<file path="src/core/adc_seq_pkg.sv">
/*
 Package for the integrating converter sequencer: host address decode,
 status and byte layouts, phase lengths and sequencer states.
 Assumes the users import the whole package.
*/
package adc_seq_pkg;

	// ----------------------------------------------------------------
	// Host address decode (addr_hi_bit, addr_lo_bit)
	// ----------------------------------------------------------------
	localparam logic [1:0] ADDR_SETUP  = 2'h0;
	localparam logic [1:0] ADDR_STATUS = 2'h0;
	localparam logic [1:0] ADDR_UPPER  = 2'h1;
	localparam logic [1:0] ADDR_TEST   = 2'h3;

	// ----------------------------------------------------------------
	// Setup and status byte fields
	// ----------------------------------------------------------------
	localparam int SETUP_CHAN_LSB = 0;
	localparam int SETUP_RES_BIT  = 3;
	localparam int SETUP_FLAG_BIT = 7;
	localparam int STAT_EOC_BIT   = 7;
	localparam int STAT_BUSY_BIT  = 6;

	// ----------------------------------------------------------------
	// Conversion timing and sizes
	// ----------------------------------------------------------------
	localparam int RESULT_WIDTH = 12;
	localparam int INTEG_CYCLES = 8192;
	localparam logic [13:0] INTEG_LAST = 14'(INTEG_CYCLES - 1);
	localparam logic [RESULT_WIDTH-1:0] RESULT_MAX = 12'hFFF;
	// Reset values; the real part has none, the state is defined here
	// only so that simulation starts from something known.
	localparam logic [7:0] STATUS_RESET = 8'h00;
	localparam logic [RESULT_WIDTH-1:0] RESULT_RESET = 12'h000;

	typedef enum logic [1:0] {
		SEQ_IDLE,
		SEQ_ARMED,
		SEQ_INTEGRATE,
		SEQ_DISCHARGE
	} seq_state_t;

endpackage

</file>
<file path="src/core/adc_bus_decode.sv">
/*
 Host bus decoder: turns chip select, strobes and two address bits
 into the access that is in progress.
 Assumes host pins are synchronous to the clock.
*/
`timescale 1ns/100ps
module adc_bus_decode
	import adc_seq_pkg::*;
(
	// Host control pins
	input  wire logic       chip_sel_n,
	input  wire logic       read_n,
	input  wire logic       write_n,
	input  wire logic       addr_hi_bit,
	input  wire logic       addr_lo_bit,
	// Decoded accesses
	output logic            setup_wr,
	output logic            test_wr,
	output logic            rd_active,
	output logic [1:0]      rd_addr
);

	logic [1:0] addr;

	assign addr = {addr_hi_bit, addr_lo_bit};

	// Mixed write addresses and idle strobes leave the part unselected.
	assign setup_wr  = !chip_sel_n && read_n && !write_n
		&& addr == ADDR_SETUP;
	assign test_wr   = !chip_sel_n && read_n && !write_n
		&& addr == ADDR_TEST;
	assign rd_active = !chip_sel_n && !read_n && write_n;
	assign rd_addr   = addr;

endmodule

</file>
<file path="src/core/adc_read_mux.sv">
/*
 Read data multiplexer: picks status, upper or lower result byte.
 Assumes the result and status inputs are registered.
*/
`timescale 1ns/100ps
module adc_read_mux
	import adc_seq_pkg::*;
(
	// Select
	input  wire logic [1:0]              rd_addr,
	// Sources
	input  wire logic [7:0]              status_byte,
	input  wire logic [RESULT_WIDTH-1:0] result,
	// Byte out
	output logic [7:0]                   rd_byte
);

	always_comb begin
		if (rd_addr[1]) begin
			rd_byte = {result[3:0], 4'h0};
		end else if (rd_addr[0]) begin
			rd_byte = result[11:4];
		end else begin
			rd_byte = status_byte;
		end
	end

endmodule

</file>
<file path="src/core/adc_sequencer.sv">
/*
 Sequencer, host port, result latch and status latch of a four-channel
 integrating converter. The analog integrator lies outside: this block
 drives integrate_on and discharge_on and watches zero_cross.
 Assumes one free running clock and host pins synchronous to it.
*/
`timescale 1ns/100ps
module adc_sequencer
	import adc_seq_pkg::*;
(
	// Clock and reset
	input  wire logic       clock,
	input  wire logic       reset,
	// Host bus
	input  wire logic       chip_sel_n,
	input  wire logic       read_n,
	input  wire logic       write_n,
	input  wire logic       addr_hi_bit,
	input  wire logic       addr_lo_bit,
	input  wire logic [7:0] data_in,
	output logic [7:0]      data_out,
	output logic            data_oe,
	output logic            eoc_n,
	// Analog section
	input  wire logic       zero_cross,
	output logic [1:0]      input_channel_sel,
	output logic            integrate_on,
	output logic            discharge_on,
	output logic            res_10bit
);

	// ----------------------------------------------------------------
	// State
	// ----------------------------------------------------------------
	typedef struct packed {
		seq_state_t              state;
		logic [13:0]             timer;
		logic [RESULT_WIDTH-1:0] count;
		logic [RESULT_WIDTH-1:0] result;
		logic [1:0]              channel;
		logic                    res10;
		logic                    flag;
		logic                    busy;
		logic                    eoc;
		logic                    write_prev;
		logic [7:0]              data_out;
	} regs_t;

	regs_t cur;
	regs_t next_cur;

	logic             setup_wr;
	logic             test_wr;
	logic             rd_active;
	logic [1:0]       rd_addr;
	logic [7:0]       status_byte;
	logic [7:0]       rd_byte;
	logic             done;
	logic             upper_rd;

	adc_bus_decode adc_bus_decode_inst (
		.chip_sel_n  (chip_sel_n),
		.read_n      (read_n),
		.write_n     (write_n),
		.addr_hi_bit (addr_hi_bit),
		.addr_lo_bit (addr_lo_bit),
		.setup_wr    (setup_wr),
		.test_wr     (test_wr),
		.rd_active   (rd_active),
		.rd_addr     (rd_addr)
	);

	assign status_byte = {cur.eoc, cur.busy, cur.result[11:10],
		cur.res10, cur.flag, cur.channel};

	adc_read_mux adc_read_mux_inst (
		.rd_addr     (rd_addr),
		.status_byte (status_byte),
		.result      (cur.result),
		.rd_byte     (rd_byte)
	);

	// A discharge count that saturates still ends the conversion, so a
	// missing zero crossing cannot hang the sequencer.
	assign done = cur.state == SEQ_DISCHARGE
		&& (zero_cross || cur.count == RESULT_MAX);
	assign upper_rd = rd_active && rd_addr == ADDR_UPPER;

	// ----------------------------------------------------------------
	// Next state
	// ----------------------------------------------------------------
	always_comb begin
		next_cur = cur;
		next_cur.write_prev = !write_n;
		next_cur.data_out = rd_byte;
		case (cur.state)
			SEQ_IDLE: begin
			end
			SEQ_ARMED: begin
				// Waits for the write strobe to rise.
				if (!setup_wr) begin
					next_cur.state = SEQ_INTEGRATE;
					next_cur.timer = '0;
				end
			end
			SEQ_INTEGRATE: begin
				next_cur.timer = cur.timer + 14'h0001;
				if (cur.timer == INTEG_LAST) begin
					next_cur.state = SEQ_DISCHARGE;
					next_cur.count = '0;
				end
			end
			SEQ_DISCHARGE: begin
				next_cur.count = cur.count + 12'h001;
				if (done) begin
					next_cur.state  = SEQ_IDLE;
					// All 12 bits latch whatever the resolution.
					next_cur.result = cur.count;
					next_cur.busy   = 1'b0;
				end
			end
			default: begin
				next_cur.state = SEQ_IDLE;
			end
		endcase
		// Upper byte read clears, completion sets; set wins.
		if (upper_rd) begin
			next_cur.eoc = 1'b0;
		end
		if (done) begin
			next_cur.eoc = 1'b1;
		end
		if (test_wr) begin
			next_cur.count = {data_in, 4'h0};
		end
		if (setup_wr) begin
			next_cur.channel = data_in[SETUP_CHAN_LSB +: 2];
			next_cur.res10   = data_in[SETUP_RES_BIT];
			next_cur.flag    = data_in[SETUP_FLAG_BIT];
			next_cur.busy    = 1'b1;
			next_cur.state   = SEQ_ARMED;
		end
	end

	always_ff @(posedge clock or posedge reset) begin
		if (reset) begin
			cur.state      <= SEQ_IDLE;
			cur.timer      <= '0;
			cur.count      <= '0;
			cur.result     <= RESULT_RESET;
			cur.channel    <= STATUS_RESET[1:0];
			cur.res10      <= 1'b0;
			cur.flag       <= 1'b0;
			cur.busy       <= 1'b0;
			cur.eoc        <= 1'b0;
			cur.write_prev <= 1'b0;
			cur.data_out   <= 8'h00;
		end else begin
			cur <= next_cur;
		end
	end

	// ----------------------------------------------------------------
	// Outputs
	// ----------------------------------------------------------------
	assign data_out          = cur.data_out;
	assign data_oe           = rd_active;
	assign eoc_n             = !cur.eoc;
	assign input_channel_sel = cur.channel;
	assign integrate_on      = cur.state == SEQ_INTEGRATE;
	assign discharge_on      = cur.state == SEQ_DISCHARGE;
	assign res_10bit         = cur.res10;

	// ----------------------------------------------------------------
	// Checks
	// ----------------------------------------------------------------
	int integ_run;
	always_ff @(posedge clock or posedge reset) begin
		if (reset) begin
			integ_run <= 0;
		end else if (integrate_on) begin
			integ_run <= integ_run + 1;
		end else begin
			integ_run <= 0;
		end
	end

	property p_integ_len;
		@(posedge clock) disable iff (reset)
		// A setup write may cut integration short; only a fall into
		// discharge marks a full integration phase.
		$fell(integrate_on) && discharge_on |-> integ_run == INTEG_CYCLES;
	endproperty
	a_integ_len: assert property (p_integ_len)
		else $error("integration length wrong");

	property p_start_after_write;
		@(posedge clock) disable iff (reset)
		setup_wr |=> !integrate_on;
	endproperty
	a_start_after_write: assert property (p_start_after_write)
		else $error("integration began during the write");

	property p_arm_start;
		@(posedge clock) disable iff (reset)
		setup_wr ##1 !setup_wr |=> integrate_on;
	endproperty
	a_arm_start: assert property (p_arm_start)
		else $error("no start at write strobe rise");

	property p_busy_set;
		@(posedge clock) disable iff (reset)
		setup_wr |=> status_byte[STAT_BUSY_BIT];
	endproperty
	a_busy_set: assert property (p_busy_set)
		else $error("busy not set by setup write");

	property p_done_latch;
		@(posedge clock) disable iff (reset)
		done && !setup_wr && !test_wr |=> cur.result == $past(cur.count)
			&& !eoc_n && !cur.busy;
	endproperty
	a_done_latch: assert property (p_done_latch)
		else $error("result or flags wrong at completion");

	property p_result_hold;
		@(posedge clock) disable iff (reset)
		!done |=> $stable(cur.result);
	endproperty
	a_result_hold: assert property (p_result_hold)
		else $error("result changed without completion");

	property p_eoc_clear;
		@(posedge clock) disable iff (reset)
		upper_rd && !done |=> eoc_n;
	endproperty
	a_eoc_clear: assert property (p_eoc_clear)
		else $error("upper read did not clear eoc");

	property p_float;
		@(posedge clock) disable iff (reset)
		chip_sel_n || (read_n && write_n) |-> !data_oe;
	endproperty
	a_float: assert property (p_float)
		else $error("data driven while unselected");

	property p_upper_data;
		@(posedge clock) disable iff (reset)
		upper_rd |=> data_out == $past(cur.result[11:4]);
	endproperty
	a_upper_data: assert property (p_upper_data)
		else $error("upper byte wrong");

	property p_strobe_rise;
		@(posedge clock) disable iff (reset)
		cur.state == SEQ_ARMED && cur.write_prev && write_n |=> integrate_on;
	endproperty
	a_strobe_rise: assert property (p_strobe_rise)
		else $error("write strobe rise did not start integration");

	property p_test_load;
		@(posedge clock) disable iff (reset)
		test_wr |=> cur.count == {$past(data_in), 4'h0};
	endproperty
	a_test_load: assert property (p_test_load)
		else $error("test write did not load the counter");

	property p_setup_fields;
		@(posedge clock) disable iff (reset)
		setup_wr |=> input_channel_sel == $past(data_in[SETUP_CHAN_LSB +: 2])
			&& res_10bit == $past(data_in[SETUP_RES_BIT]);
	endproperty
	a_setup_fields: assert property (p_setup_fields)
		else $error("channel or resolution not taken from setup byte");

	property p_status_out;
		@(posedge clock) disable iff (reset)
		rd_active && rd_addr == ADDR_STATUS
			|=> data_out == $past(status_byte);
	endproperty
	a_status_out: assert property (p_status_out)
		else $error("status byte wrong");

endmodule

</file>
<file path="config.mk">
export PLATFORM = sky130hd
export DESIGN_NAME = adc_sequencer
export DESIGN_NICKNAME = d
export VERILOG_FILES = /design/src/core/adc_seq_pkg.sv /design/src/core/adc_bus_decode.sv /design/src/core/adc_read_mux.sv /design/src/core/adc_sequencer.sv
export SDC_FILE = /design/constraint.sdc
export NUM_CORES = 1
export LEC_CHECK = 0
export ABC_AREA = 1
export BUFFER_PORTS_ARGS = -buffer_cell sky130_fd_sc_hd__buf_2
export CORE_ASPECT_RATIO = 1.2
export CORE_MARGIN = 2
export CORE_UTILIZATION = 53
export DETAILED_ROUTE_END_ITERATION = 8
export GPL_ROUTABILITY_DRIVEN = 0
export GPL_TIMING_DRIVEN = 0
export PLACE_DENSITY = 0.76
export SYNTH_ARGS = -nofsm -noshare
export SYNTH_HDL_FRONTEND = slang
export SYNTH_HIERARCHICAL = 1
export SYNTH_SLANG_ARGS = --single-unit
</file>
<file path="constraint.sdc">
create_clock -name clock -period 1.6 [get_ports clock]
set_clock_uncertainty 0.1 [all_clocks]
set_input_delay 0.32 -clock clock [delete_from_list [all_inputs] [get_ports clock]]
set_output_delay 0.32 -clock clock [all_outputs]
set_load 0.02 [all_outputs]
</file>
After elaboration in Yosys (flattened, before gate mapping)
Index checks and enable logic that the tools add are counted.
Operators by class
  add/subtract/negate cells: 2
  equality and inequality tests: 11
  mux-type cells: 16
  reductions and logical operators: 25
Operators with widths (number)
  $pmux W14 S2: 1
  $mux W12: 2
  $pmux W12 S2: 1
  $mux W16: 1
  $mux W8: 2
  $add A14 B1 Y14 const B: 1
  $eq A14 B13 Y1 const B: 1
  $add A12 B1 Y12 const B: 1
  $eq A12 B12 Y1 const B: 1
  $ne A3 B1 Y1 const B: 3
  $logic_and A1 B1 Y1: 8
  $reduce_and A2 Y1: 4
  $reduce_bool A2 Y1: 4
  $eq A2 B2 Y1 const B: 3
  $mux W2: 3
  $pmux W2 S3: 1
  $mux W1: 5
  $eq A2 B1 Y1 const B: 2
  $logic_not A1 Y1: 4
  $reduce_bool A4 Y1: 1
  $reduce_and A3 Y1: 1
  $reduce_bool A3 Y1: 1
  $logic_not A2 Y1: 1
  $ne A2 B2 Y1 const B: 1
  $logic_or A1 B1 Y1: 1
Word-level totals
  register bits after elaboration: 54

Longest topological paths before layout
  depth in word-level cells: 7
  mapped depth: 11

Hierarchy
Netlist, hierarchy kept.
By module, submodules not included
  adc_sequencer: instances 1, cells an instance 348, area an instance 2740.1 um2, seq. area each 1351.3 um2
  adc_read_mux: instances 1, cells an instance 43, area an instance 178.9 um2, seq. area each 0.0 um2
  adc_bus_decode: instances 1, cells an instance 10, area an instance 50.0 um2, seq. area each 0.0 um2

Worst setup path before layout
No wires, ideal clock.
  path kind: input to register
  start point: in addr_hi_bit
  end point: reg cur[48] (netlist name)
  setup time: 0.063 ns
  data arrival time: 1.436 ns
  setup slack: 0.000 ns
  stages on the path: 8
  path buffers: 0
  cells stage by stage: or2_0 -> nor2_1 -> inv_2 -> a21oi_2 -> inv_2 -> nand3_1 -> o21ai_0 -> inv_1
On the way
  word-level cells in the longest chain between the ends: 4
RTL lines
  from (decl): RTL line adc_sequencer.sv:18  | input wire logic addr_hi_bit,
  $logic_not A2 Y1: RTL line adc_bus_decode.sv:29  | && addr == ADDR_SETUP;
  $logic_and A1 B1 Y1: RTL line adc_bus_decode.sv:29
  $ne A2 B2 Y1 (no source line)
  $reduce_and A2 Y1 (no source line)
  to (signal assigned): RTL line adc_sequencer.sv:159  | cur <= next_cur;
  to (decl): RTL line adc_sequencer.sv:49  | regs_t cur;
Every way passes these cells.
A chain may end at the register's enable or synchronous reset.

Final worst setup path
  start point: reg cur[40] (netlist name)
  end point: reg cur[33] (netlist name)
On the way
  word-level cells in the longest chain between the ends: 3
RTL lines
  $eq A14 B13 Y1: RTL line adc_sequencer.sv:108  | if (cur.timer == INTEG_LAST) begin
  $ne A3 B1 Y1 (no source line)
  $reduce_and A2 Y1 (no source line)
Every way passes these cells.

==> out/summary.txt <==
Worst r2r path cells: 11
Arr. time, crit path: 1.69 ns
Clock latency at the later pin of the worst-skew pair: 0.31 ns
Setup tns final: 0 ns
Initial Utilization: 0.557
Sequential Area: 1350 µm²
Iteration-0 DRC Markers: 112
Syn avg cell area: 7.40 µm²
Largest cells by area after synthesis: dfrtp_1, nand2_1, inv_1
Hold buffers post-CTS: 0
P_leak: 1.96 nW
Achievable Freq: 0.630 GHz
Yosys cell types: 29
IO buf count: 30
Peak VDD IR: 0.780 mV
Crit. End Element: flop
Clock slew at reported path FFs: 0.10 ns
H-tree depth: 2
Vias: 2736
Initial antenna violation count: 0
Vias per cell: 5.19
Critical path data required time: 1.70 ns
Post-synthesis sequential element count: 54
# rows: 29
R2R setup slack: 0.01 ns
Mapped Area: 2970 µm²
Hold Fails Final Rpt: 0
Number of buffers created by CTS: 5
Synth top area share: 0.455
Post-DP Area: 3200 µm²
Post-route ant nets: 0
Core box area: 5330 µm²
Tmin final: 1.59 ns
Setup WS post-layout: 0.0132 ns
Max Cap Viol: 0
Max-slew headroom: 0.246
Post-synthesis sequential area ratio: 0.455
Root buf cell: clkbuf_8
Area leader, netlist: dfrtp_1
CTS Buffer Depth: 2
Ports: 31
Synth warn: 6
Hold path startpoint: data_in[2]
Die ar.: 6220 µm²
Area of the multi-input gates: 1430 µm²
Final nets: 482
Die Y: 86.0 µm
Reg-to-Reg End: cur[33]$_DFFE_PP0P_
Kind of start point of the critical path: flop
Vias in the first global route: 2561
CP endpoint: cur[33]$_DFFE_PP0P_
Fin crit share: 0.992
Clk network pwr share: 0.232
Cell Pwr Density: 1060 nW/µm²
All-Layer GR Usage: 0.234
Antenna cells: 0
HP Class: in -> reg
Sw Pwr: 1.35 mW
GRT overflow: 0
Internal Power: 2.62 mW
Crit path launch: cur[40]$_DFFE_PP0P_
DP HPWL: 4590 µm
Die Wd: 72.3 µm
DR WL/cell: 13.5 µm
Fin area: 3750 µm²
First-pass GRT wire length: 11300 µm
DRT Wirelength: 7130 µm
Switch share: 0.341
Syn Nets: 419
Layout area overhead: 26.2%
Post-synthesis cell count: 401
Clk sinks: 54
Fraction of layout cells with a size suffix above 1: 0.310
# fillers: 415
Largest net degree at the start of global routing: 55
Pre-CTS setup slack: -0.481 ns
CP Max Fanout: 5
RSZ-0062 raised after global routing: yes
Final setup fails: 0
Outcome: finished, final reports clean
Critical R2R Launch: cur[40]$_DFFE_PP0P_
Final slew viol count: 0
DRC Markers: 0
Worst Max-Slew Pin Slew: 1.13 ns
Crit path kind: reg -> reg
Combinational power share: 0.317
Pre-antenna DRT Iters: 4
Seq pwr share: 0.450
CTS tree: built
-- kinds of logic after synthesis --
logic type      Yosys count  synth area share
flops                    54             0.455
xor+xnor                  1           0.00295
buf+inv                  70             0.114
compound gates           43            0.0860
simple gates            231             0.333
fa+ha+maj                 2           0.00843
-- per-stage QoR --
stage | std cells | power, mW | hold WS [ns] | util
6_report | 527 | 3.98 | 0.117 | 0.703
5_1_grt | 527 | 4.19 | 0.120 | 0.703
4_1_cts | 514 | 3.79 | 0.115 | 0.650
3_5_place_dp | 493 | 2.70 | 0.362 | 0.600
3_3_place_gp | 493 | 2.67 | 0.350 | 0.600
2_1_floorplan | 401 | 2.45 | 0.288 | -
-- critical path, cell delays in order, from the launching register on --
cell	delay (ns)
dfrtp_1	0.37
ha_2	0.21
nand3_2	0.08
inv_2	0.11
nand2_4	0.07
inv_2	0.06
nand2_1	0.05
nand2_1	0.08
nand2_2	0.10
buf_6	0.15
nand2_1	0.06
nand2_1	0.05
-- final cells by class --
class	instances	share of cell area
multi-input cells	277	0.381
clock buffers	6	0.0194
plain buffers	20	0.0457
repair buffers	56	0.110
clock inverters	2	0.0100
well taps	62	0.0207
inverters	50	0.0524
flip-flops and latches	54	0.361
-- cells in the mapped netlist --
cell type  number
a21oi_1        11
a21oi_2         1
and3b_1         1
buf_2           4
buf_4          13
buf_6           3
clkinv_1        1
dfrtp_1        54
ha_1            2
inv_1          45
inv_2           4
nand2_1       144
nand2_2         3
nand2_4         2
nand3_1        33
nand3_2         1
nand3_4         1
nand4_1         3
nor2_1         35
nor2_4          2
nor3_1          3
o211ai_1        1
o21ai_0        19
o21ai_2         7
o21bai_1        2
o22ai_1         2
or2_0           1
or2_2           2
xor2_1          1
-- layout by cell type, fill, tap and decap left out, types with 2 or more instances in the layout --
master,Yosys,routed
nand2_4,2,7
nand2_1,144,123
or2_2,2,2
dfrtp_1,54,53
o21ai_0,19,19
o22ai_1,2,2
nor3_1,3,2
nor2_1,35,30
ha_2,0,2
buf_4,13,33
o21ai_2,7,7
o21bai_1,2,2
buf_6,3,7
nand2_8,0,2
clkbuf_16,0,2
buf_8,0,2
nand3_1,33,32
inv_1,45,39
nand3_4,1,2
clkbuf_8,0,5
nor2_2,0,5
buf_2,4,30
inv_2,4,9
nand2_2,3,17
clkinvlp_4,0,2
nor2_4,2,2
a21oi_1,11,11
nand4_1,3,3
-- what timing repair did --
action                                  CTS  global route
resized for setup                        14            48
pin swaps                                 5            10
setup buffers                            13            10
cloned                                    0             3
endpoints found under the setup margin   35            27
-- sequential cells by signal (all words and copies together) (netlist names) --
signal,cells
cur,43
res_10bit,1
input_channel_sel,2
data_out,8
-- power groups by stage --
stage / sequential, mW / clock [mW] / combinational [mW]
6_report: 1.79 / 0.924 / 1.26
4_1_cts: 1.76 / 0.935 / 1.09
2_1_floorplan: 1.77 / 0 / 0.680
3_3_place_gp: 1.80 / 0 / 0.872
3_5_place_dp: 1.81 / 0 / 0.899
5_1_grt: 1.82 / 0.973 / 1.39
-- routing by layer --
metal	vias to the layer above	wire length (µm)	GRT usage
met4	0	229	0.113
met5	-	0	0
li1	1364	-	-
met1	1255	2890	0.291
met3	23	400	0.0353
met2	94	3600	0.394
-- worst min-delay path by stage --
stage / end / slack, ns / cells past startpoint
6_report: cur[33]$_DFFE_PP0P_ / 0.12 / 3
5_1_grt: cur[33]$_DFFE_PP0P_ / 0.12 / 3
4_1_cts: cur[33]$_DFFE_PP0P_ / 0.11 / 3
3_5_place_dp: cur[11]$_DFFE_PP0P_ / 0.36 / 2
3_3_place_gp: cur[11]$_DFFE_PP0P_ / 0.35 / 2
2_1_floorplan: cur[10]$_DFFE_PP0P_ / 0.29 / 1
(Power assumes the default switching activity.)
